<file path="config.mk">
export PLATFORM = sky130hd
export DESIGN_NAME = clock_source_ctrl_status_regs
export DESIGN_NICKNAME = d
export VERILOG_FILES = /design/src/rtl/clock_source_pkg.sv /design/src/rtl/clock_source_ctrl_status_regs.sv
export VERILOG_INCLUDE_DIRS = /design/src /design/src/rtl
export SDC_FILE = /design/constraint.sdc
export NUM_CORES = 1
export LEC_CHECK = 0
export BUFFER_PORTS_ARGS = -buffer_cell sky130_fd_sc_hd__buf_4
export CORE_ASPECT_RATIO = 0.5
export CORE_MARGIN = 10
export CORE_UTILIZATION = 49
export CTS_CLUSTER_SIZE = 14
export DETAILED_ROUTE_END_ITERATION = 16
export PLACE_DENSITY = 0.78
export SYNTH_ARGS = -nofsm -noshare
export SYNTH_HDL_FRONTEND = slang
export SYNTH_SLANG_ARGS = --single-unit
</file>
<file path="constraint.sdc">
create_clock -name clk -period 2.3 [get_ports clk]
set_input_delay 0.46 -clock clk [delete_from_list [all_inputs] [get_ports clk]]
set_output_delay 0.46 -clock clk [all_outputs]
set_load 0.05 [all_outputs]
</file>
<file path="src/rtl/clock_source_regs.svh">
// register offsets, field positions, reset values and timing counts
`ifndef CLOCK_SOURCE_REGS_SVH
`define CLOCK_SOURCE_REGS_SVH
`define OFF_SOURCE_SELECT      12'h000
`define OFF_CONTROL_TWO        12'h004
`define OFF_PERIOD_ADJUST      12'h008
`define OFF_STATUS_RANGE       12'h00C
`define CTL2_RESET             8'h40
`define TRIM_DEBUG_VALUE       8'h80
`define FINE_DEBUG_VALUE       1'b0
`define SSEL_RESET             3'h1
`define POS_BUS_CLOCK_DIVIDER               6
`define POS_RANGE              5
`define POS_GAIN               4
`define POS_LP                 3
`define POS_OSCILLATOR_REQUEST              2
`define POS_EXTERNAL_REF_ENABLE            1
`define POS_STOPRET            0
`define POS_BAND               6
`define POS_DMX                5
`define POS_REFST              4
`define POS_MODEST             2
`define POS_READY              1
`define POS_FINE               0
`define FACTOR_LOW             11'd512
`define FACTOR_MID             11'd1024
`define FACTOR_HIGH            11'd1536
`define FACTOR_LOW_32K         11'd608
`define FACTOR_MID_32K         11'd1216
`define FACTOR_HIGH_32K        11'd1824
`define OSC_INIT_NS            20000
`define CLK_PERIOD_NS          20
`define OSC_INIT_CYCLES        ((`OSC_INIT_NS + `CLK_PERIOD_NS - 1) / `CLK_PERIOD_NS)
`endif

</file>
<file path="src/rtl/clock_source_pkg.sv">
// types shared by the clock source control logic
package clock_source_pkg;
  typedef enum logic [1:0] {SRC_FLL, SRC_INTERNAL, SRC_EXTERNAL, SRC_RSVD}
    clk_src_e;
  typedef enum logic [1:0] {BAND_LOW, BAND_MID, BAND_HIGH, BAND_RSVD}
    dco_band_e;
  typedef struct packed {
    logic [1:0] busDivider;
    logic       rangeHigh;
    logic       gainHigh;
    logic       fllPowerDown;
    logic       oscRequest;
    logic       extRefEnable;
    logic       stopRetain;
  } ctl2_s;
  typedef struct packed {
    logic       extRefClockOut;
    logic       extSourceEnable;
    logic       oscRangeHigh;
    logic       oscGainHigh;
    logic       oscCrystal;
    logic       fllEnable;
    logic [1:0] busDivSelect;
    logic [1:0] clockSource;
    logic [1:0] dcoBand;
    logic [10:0] fllFactor;
    logic [7:0] coarseTrim;
    logic       fineTrim;
    logic       refInternal;
  } analog_ctl_s;
endpackage : clock_source_pkg

</file>
<file path="src/rtl/clock_source_ctrl_status_regs.sv">
// control, trim and status registers of the internal clock source
//
// The implementer's own choices: the placing of the registers and register access over APB.
`include "clock_source_regs.svh"
module clock_source_ctrl_status_regs #(
  parameter int unsigned OSC_INIT_CNT = `OSC_INIT_CYCLES
) (
  input  wire logic                        clk,
  input  wire logic                        nrst,
  input  wire logic                        psel,
  input  wire logic                        penable,
  input  wire logic                        pwrite,
  input  wire logic [11:0]                 paddr,
  input  wire logic [31:0]                 pwdata,
  output logic      [31:0]                 prdata,
  output logic                             pready,
  output logic                             pslverr,
  input  wire logic                        debug_mode_active,
  input  wire logic                        stopMode,
  input  wire logic [7:0]                  factoryCoarseTrim,
  input  wire logic                        factoryFineTrim,
  input  wire logic                        oscillatorClockValid,
  input  wire logic                        internalRefAvailable,
  input  wire logic                        fllAvailable,
  output clock_source_pkg::analog_ctl_s    analogCtl
);
  import clock_source_pkg::*;

  // software-visible register state
  ctl2_s       ctl2_r;
  logic [7:0]  coarseTrim_r;
  logic        fineTrim_r;
  logic [1:0]  bandSel_r;
  logic        dmx_r;
  logic [1:0]  srcSel_r;
  logic        refSel_r;

  // synchroniser stages and status echoes
  logic [1:0]  bandSync1_r;
  logic [1:0]  bandSync2_r;
  logic [1:0]  bandSt_r;
  logic        refSync1_r;
  logic        refSync2_r;
  logic        refSt_r;
  logic [1:0]  srcSync1_r;
  logic [1:0]  srcSync2_r;
  logic [1:0]  modeSt_r;
  logic        ready_r;
  logic [15:0] initCnt_r;
  logic        initLoad_r;

  // oscillator and source decisions
  logic        extInUse;
  logic        oscNeeded;
  logic        oscDropped;
  logic        extReady;
  logic        srcOk;
  logic [10:0] factor;
  logic        fllOn;
  logic        bypass;
  logic        fllParked;

  // bus decode
  logic        setupPhase;
  logic        wrEn;
  logic        hitSource;
  logic        hitCtl2;
  logic        hitTrim;
  logic        hitStatus;
  logic        addrOk;
  logic        wrSource;
  logic        wrCtl2;
  logic        wrTrim;
  logic        wrStatus;
  logic [7:0]  statusByte;
  logic [31:0] rdData;

  assign setupPhase = psel && !penable;
  assign wrEn       = psel && penable && pwrite;

  // one address hit per register, one write strobe per register
  assign hitSource  = paddr == `OFF_SOURCE_SELECT;
  assign hitCtl2    = paddr == `OFF_CONTROL_TWO;
  assign hitTrim    = paddr == `OFF_PERIOD_ADJUST;
  assign hitStatus  = paddr == `OFF_STATUS_RANGE;
  assign addrOk     = hitSource || hitCtl2 || hitTrim || hitStatus;
  assign wrSource   = wrEn && hitSource;
  assign wrCtl2     = wrEn && hitCtl2;
  assign wrTrim     = wrEn && hitTrim;
  assign wrStatus   = wrEn && hitStatus;

  // control register two, divide by 2 out of reset
  always_ff @(posedge clk) begin
    if (!nrst) begin
      ctl2_r <= ctl2_s'(`CTL2_RESET);
    end else if (wrCtl2) begin
      ctl2_r <= ctl2_s'(pwdata[7:0]);
    end
  end

  // clock source select kept at a local offset
  always_ff @(posedge clk) begin
    if (!nrst) begin
      srcSel_r <= 2'h0;
    end else if (wrSource) begin
      srcSel_r <= (pwdata[2:1] == SRC_RSVD) ? 2'h0 : pwdata[2:1];
    end
  end

  // reference select, internal out of reset
  always_ff @(posedge clk) begin
    if (!nrst) begin
      refSel_r <= 1'b1;
    end else if (wrSource) begin
      refSel_r <= pwdata[0];
    end
  end

  // marks the first cycle after reset release
  always_ff @(posedge clk) begin
    if (!nrst) begin
      initLoad_r <= 1'b1;
    end else begin
      initLoad_r <= 1'b0;
    end
  end

  // coarse trim loaded after reset from factory or debug default
  always_ff @(posedge clk) begin
    if (!nrst) begin
      coarseTrim_r <= 8'h00;
    end else if (initLoad_r) begin
      coarseTrim_r <= debug_mode_active ? `TRIM_DEBUG_VALUE
                                        : factoryCoarseTrim;
    end else if (wrTrim) begin
      coarseTrim_r <= pwdata[7:0];
    end
  end

  // fine trim loaded the same way, written with the status register
  always_ff @(posedge clk) begin
    if (!nrst) begin
      fineTrim_r <= 1'b0;
    end else if (initLoad_r) begin
      fineTrim_r <= debug_mode_active ? `FINE_DEBUG_VALUE
                                      : factoryFineTrim;
    end else if (wrStatus) begin
      fineTrim_r <= pwdata[`POS_FINE];
    end
  end

  // band select, refused while powered down or for the reserved code
  always_ff @(posedge clk) begin
    if (!nrst) begin
      bandSel_r <= 2'h0;
    end else if (wrStatus && !ctl2_r.fllPowerDown &&
                 pwdata[`POS_BAND +: 2] != BAND_RSVD) begin
      bandSel_r <= pwdata[`POS_BAND +: 2];
    end
  end

  // max-frequency option, always writable
  always_ff @(posedge clk) begin
    if (!nrst) begin
      dmx_r <= 1'b0;
    end else if (wrStatus) begin
      dmx_r <= pwdata[`POS_DMX];
    end
  end

  // band echo through a two-stage synchroniser
  always_ff @(posedge clk) begin
    if (!nrst) begin
      bandSync1_r <= 2'h0;
      bandSync2_r <= 2'h0;
      bandSt_r    <= 2'h0;
    end else begin
      bandSync1_r <= bandSel_r;
      bandSync2_r <= bandSync1_r;
      bandSt_r    <= bandSync2_r;
    end
  end

  // reference echo, internal out of reset
  always_ff @(posedge clk) begin
    if (!nrst) begin
      refSync1_r <= 1'b1;
      refSync2_r <= 1'b1;
      refSt_r    <= 1'b1;
    end else begin
      refSync1_r <= refSel_r;
      refSync2_r <= refSync1_r;
      refSt_r    <= refSync2_r;
    end
  end

  // source echo; mode moves only when the new clock is there
  always_ff @(posedge clk) begin
    if (!nrst) begin
      srcSync1_r <= 2'h0;
      srcSync2_r <= 2'h0;
      modeSt_r   <= 2'h0;
    end else begin
      srcSync1_r <= srcSel_r;
      srcSync2_r <= srcSync1_r;
      if (srcOk) begin
        modeSt_r <= srcSync2_r;
      end
    end
  end

  // external clock counts as there once ready, or with no crystal asked
  assign extReady = ready_r || !ctl2_r.oscRequest;

  // new source taken only when that clock is there
  always_comb begin
    case (clk_src_e'(srcSync2_r))
      SRC_FLL:      srcOk = fllAvailable;
      SRC_INTERNAL: srcOk = internalRefAvailable;
      SRC_EXTERNAL: srcOk = extReady;
      default:      srcOk = 1'b0;
    endcase
  end

  // oscillator ready flag
  assign extInUse   = ctl2_r.extRefEnable || !refSt_r ||
                      modeSt_r == SRC_EXTERNAL;
  assign oscNeeded  = extInUse && ctl2_r.oscRequest;
  assign oscDropped = !ctl2_r.extRefEnable || !ctl2_r.oscRequest;

  // init cycle counter, restarted whenever the oscillator is not needed
  always_ff @(posedge clk) begin
    if (!nrst) begin
      initCnt_r <= 16'h0000;
    end else if (!oscNeeded) begin
      initCnt_r <= 16'h0000;
    end else if (oscillatorClockValid && !ready_r &&
                 initCnt_r < 16'(OSC_INIT_CNT - 1)) begin
      initCnt_r <= initCnt_r + 16'h0001;
    end
  end

  // set after the init cycles, cleared when the oscillator is not needed and enable or request is clear
  always_ff @(posedge clk) begin
    if (!nrst) begin
      ready_r <= 1'b0;
    end else if (!oscNeeded && oscDropped) begin
      ready_r <= 1'b0;
    end else if (oscNeeded && oscillatorClockValid &&
                 initCnt_r >= 16'(OSC_INIT_CNT - 1)) begin
      ready_r <= 1'b1;
    end
  end

  // band factor
  always_comb begin
    case (dco_band_e'(bandSt_r))
      BAND_LOW:  factor = dmx_r ? `FACTOR_LOW_32K  : `FACTOR_LOW;
      BAND_MID:  factor = dmx_r ? `FACTOR_MID_32K  : `FACTOR_MID;
      BAND_HIGH: factor = dmx_r ? `FACTOR_HIGH_32K : `FACTOR_HIGH;
      default:   factor = `FACTOR_LOW;
    endcase
  end

  // bypass modes may park the FLL unless debug needs it
  assign bypass    = modeSt_r != SRC_FLL;
  assign fllParked = bypass && ctl2_r.fllPowerDown && !debug_mode_active;
  assign fllOn     = !stopMode && !fllParked;

  // analog control outputs from flip-flops
  always_ff @(posedge clk) begin
    if (!nrst) begin
      analogCtl.extRefClockOut  <= 1'b0;
      analogCtl.extSourceEnable <= 1'b0;
      analogCtl.oscRangeHigh    <= 1'b0;
      analogCtl.oscGainHigh     <= 1'b0;
      analogCtl.oscCrystal      <= 1'b0;
      analogCtl.fllEnable       <= 1'b0;
      analogCtl.busDivSelect    <= 2'h0;
      analogCtl.clockSource     <= 2'h0;
      analogCtl.dcoBand         <= 2'h0;
      analogCtl.fllFactor       <= 11'h000;
      analogCtl.coarseTrim      <= 8'h00;
      analogCtl.fineTrim        <= 1'b0;
      analogCtl.refInternal     <= 1'b0;
    end else begin
      // oscillator side
      analogCtl.busDivSelect    <= ctl2_r.busDivider;
      analogCtl.oscRangeHigh    <= ctl2_r.rangeHigh;
      analogCtl.oscGainHigh     <= ctl2_r.gainHigh;
      analogCtl.oscCrystal      <= ctl2_r.oscRequest;
      analogCtl.extRefClockOut  <= ctl2_r.extRefEnable && !stopMode;
      analogCtl.extSourceEnable <= stopMode ?
        (ctl2_r.stopRetain && ctl2_r.extRefEnable) : extInUse;
      // fll side
      analogCtl.fllEnable       <= fllOn;
      analogCtl.clockSource     <= modeSt_r;
      analogCtl.dcoBand         <= bandSt_r;
      analogCtl.fllFactor       <= factor;
      // trims and reference
      analogCtl.coarseTrim      <= coarseTrim_r;
      analogCtl.fineTrim        <= fineTrim_r;
      analogCtl.refInternal     <= refSt_r;
    end
  end

  // status byte: echoes, option bit, ready flag, fine trim
  assign statusByte = {bandSt_r, dmx_r, refSt_r,
                       modeSt_r, ready_r, fineTrim_r};

  // read mux
  always_comb begin
    rdData = 32'h0000_0000;
    case (paddr)
      `OFF_SOURCE_SELECT: rdData[2:0] = {srcSel_r, refSel_r};
      `OFF_CONTROL_TWO:   rdData[7:0] = ctl2_r;
      `OFF_PERIOD_ADJUST: rdData[7:0] = coarseTrim_r;
      `OFF_STATUS_RANGE:  rdData[7:0] = statusByte;
      default:            rdData = 32'h0000_0000;
    endcase
  end

  // apb slave: ready in the access cycle, no further wait states
  always_ff @(posedge clk) begin
    if (!nrst) begin
      pready <= 1'b0;
    end else begin
      pready <= setupPhase;
    end
  end

  // error answer for an unmapped address
  always_ff @(posedge clk) begin
    if (!nrst) begin
      pslverr <= 1'b0;
    end else begin
      pslverr <= setupPhase && !addrOk;
    end
  end

  // read data captured in the setup cycle, held through the access
  always_ff @(posedge clk) begin
    if (!nrst) begin
      prdata <= 32'h0000_0000;
    end else if (setupPhase) begin
      prdata <= rdData;
    end
  end
endmodule : clock_source_ctrl_status_regs

</file>
==> impl_metrics.tcl <==
set metrics [dict create \
    status "finished, final reports clean" \
    clk_pin_slew_ns 0.06 \
    clock_path_buffers 2 \
    path_max_fanout 13 \
    post_cts_buffers 0 \
    grt_usage_pct 14.6 \
    final_cell_count_no_fill 589 \
    antennaDiodeCount 0 \
    fin_crit_ns 1.89 \
    die_x_um 145 \
    cts_hold_buffers 0 \
    synthMuxAreaShare_pct 7.36 \
    synth_xor_area_share_pct 0 \
    start_kind "flop" \
    area_delta_synth_final_pct 23.5 \
    dieArea_um2 12000 \
    clock-sinks 94 \
    antenna_found_initial 0 \
    vias 2904 \
    hold_start "stopMode" \
    clockRootBuffer "clkbuf_16" \
    maxCapViolations 0 \
    synth_top_family_by_area "simple AND/OR/NAND/NOR gates" \
    drt_first_pass_iters 4 \
    cts_tree "built" \
    dr.first_iter.drc_count 109 \
    finalNetCount 544 \
    hold_path.class "in2reg" \
    finalSetupTns_ns 0 \
    layout-drive-gt1-share_pct 24.3 \
    avgSynthCellArea_um2 9.66 \
    grt_pass1_vias 2867 \
    grt_max_degree 27 \
    syn_area_um2 3830 \
    power.density_nw_per_um2 722 \
    core_um2 7460 \
    die_h_um 82.5 \
    ctsResizeCount 0 \
    crit_path_end_kind "flop" \
    fin_crit_sh_pct 82.0 \
    rr_endpoint "initCnt_r[7]" \
    hold_viol 0 \
    wl_mm 8.70 \
    rows 22 \
    rsz0062_at_grt "no" \
    ys_types 47 \
    synth_compound_area_share_pct 11.3 \
    finalClockSkew_ns 0.00696 \
    regArea_um2 1880 \
    htree_num_levels 3 \
    crit_type "reg2reg" \
    crit_arrival_ns 2.16 \
    postLayoutCoreUtil_pct 63.4 \
    p_leak_uw 0.00209 \
    yosys.area_share.simple_pct 21.7 \
    dp_hpwl_mm 6.55 \
    grt_overflow 0 \
    r2r_slack_ns 0.41 \
    synth_cells 396 \
    io_buffers 76 \
    pin_count 130 \
    drtAntennaViolNets 0 \
    insertion_delay_ns 0.34 \
    vias_per_cell 4.93 \
    peakVddDrop_v 0.000446 \
    hold_end "analogCtl[32]" \
    grt_pass1_wl_mm 14.0 \
    drt-wirelength-per-cell_um 14.8 \
    rr_worst_depth 5 \
    start_util_pct 51.3 \
    ys_ff_latch 94 \
    numCtsBuffers 9 \
    multi_input_area_um2 1710 \
    place_inst 573 \
    fillers 657 \
    cp.required_ns 2.57 \
    drc 0 \
    ys_seq_area_share_pct 49.2 \
    drv_slew 0 \
    reg2reg_from "initCnt_r[0]" \
    fmax_mhz 530 \
    p_total_uw 3410 \
    routabilityCongestion 0.791 \
    setup_violations 0 \
    yosys_warnings 0 \
    holdPathStages 2 \
    synth_fa_ha_area_share_pct 1.64 \
]
[where the power goes]
part           internal [µW]  total, µW  switching [µW]
clock network            822       1420             599
logic                   96.7        331             234
registers               1650       1660            10.3
total                   2570       3410             844
[per-layer routing]
metal  global-route usage, %  part of all wire [%]  up-vias
li1                        -                     -     1469
met3                    5.10                   5.2        7
met4                    5.47                  0.98        0
met5                       0                     0        -
met1                    16.8                    43     1356
met2                    25.2                    50       72
[critical path, stage by stage, from the launching register on]
cell	delay, ns
dfxtp_1	0.33
ha_1	0.20
and2_1	0.17
o311a_1	0.44
or4_1	0.54
a21oi_1	0.15
[registers in the layout, summed over array words and instances (netlist names), 2 cells and up]
name and flops:
analogCtl 28, initCnt_r 16, coarseTrim_r 8, ctl2_r 8, prdata 8, bandSel_r 2, bandSt_r 2, bandSync1_r 2
bandSync2_r 2, modeSt_r 2, srcSel_r 2, srcSync1_r 2, srcSync2_r 2
[cells in the final DEF (no fill, tap or decap), drive strengths merged, types with 2 or more instances in the layout]
| cell | synthesis | layout |
|---|---|---|
| a21o | 2 | 2 |
| a21oi | 33 | 33 |
| a31oi | 4 | 4 |
| a32o | 4 | 4 |
| and2 | 31 | 31 |
| and3 | 5 | 5 |
| and4 | 2 | 2 |
| buf | 32 | 85 |
| clkbuf | 12 | 12 |
| clkinv | 0 | 3 |
| conb | 1 | 29 |
| dfxtp | 94 | 94 |
| ha | 5 | 5 |
| inv | 16 | 16 |
| mux2 | 11 | 11 |
| mux2i | 9 | 9 |
| mux4 | 3 | 3 |
| nand2 | 24 | 24 |
| nand2b | 8 | 8 |
| nand3 | 5 | 5 |
| nand4 | 6 | 6 |
| nor2 | 29 | 29 |
| nor2b | 10 | 10 |
| nor3 | 5 | 5 |
| nor3b | 3 | 3 |
| nor4 | 4 | 4 |
| o211ai | 2 | 2 |
| o21ai | 13 | 13 |
| o31ai | 7 | 7 |
| or4 | 8 | 8 |
[metrics by stage]
stage                     setup slack [ns]  cell area (µm²)  hold WS [ns]
after CTS                            0.419             4730         0.298
after global placement               0.263             4430         0.390
after detailed placement             0.201             4430         0.399
after global routing                 0.272             4730         0.302
final                                0.414             4730         0.302
after floorplan                      0.540             3930         0.386
[Yosys cell counts (all sizes together)]
library cell  instances  area, µm²
nor4b                 1       15.0
mux2i                 9       90.1
nand3b                1       7.51
mux2                 11        124
inv                  16       60.1
nor3b                 3       22.5
clkbuf               12       45.0
buf                  32        230
mux4                  3       67.6
ha                    5       62.6
conb                  1       3.75
nor2                 29        109
a32o                  4       40.0
o211a                 1       10.0
dfxtp                94       1880
nand4                 6       43.8
nor3                  5       30.0
o31ai                 7       52.6
nor4                  4       61.3
a21bo                 1       10.0
and2                 31        194
a31oi                 4       25.0
nand2b                8       50.1
a21o                  2       15.0
and3                  5       31.3
a211oi                1       12.5
o211ai                2       15.0
nand3                 5       25.0
a21oi                33        169
and4                  2       17.5
or4                   8       63.8
or3                   1       6.26
o311a                 1       10.0
nand2                24       90.1
nor2b                10       62.6
o21a                  1       7.51
o21ai                13       65.1
[worst max-delay path by stage]
stage | startpoint | endpoint | slack, ns | depth (start not counted)
global route | initCnt_r[0] | initCnt_r[7] | 0.27 | 5
floorplan | pwrite | coarseTrim_r[0] | 0.54 | 5
finish | initCnt_r[0] | initCnt_r[7] | 0.41 | 5
global placement | paddr[1] | srcSel_r[1] | 0.26 | 5
detailed placement | paddr[1] | srcSel_r[1] | 0.20 | 5
CTS | initCnt_r[0] | initCnt_r[7] | 0.42 | 5
[logic make-up after synthesis]
| kind of cell | Yosys count |
|---|---|
| adder cells (fa/ha/maj) | 5 |
| AND/OR/NAND/NOR | 143 |
| buffers and inverters | 60 |
| flip-flops | 94 |
| AO/OA/AOI/OAI | 70 |
| other | 1 |
| multiplexers | 23 |
[layout make-up]
cell class	count	area share, %
multi-input cells	270	36.3
clock buffers	12	5.64
well taps	108	2.86
inverters	16	1.27
repair buffers	85	13.5
clock inverters	4	0.635
flip-flops and latches	94	39.8
Note: power is estimated with default switching activity, not from simulation.
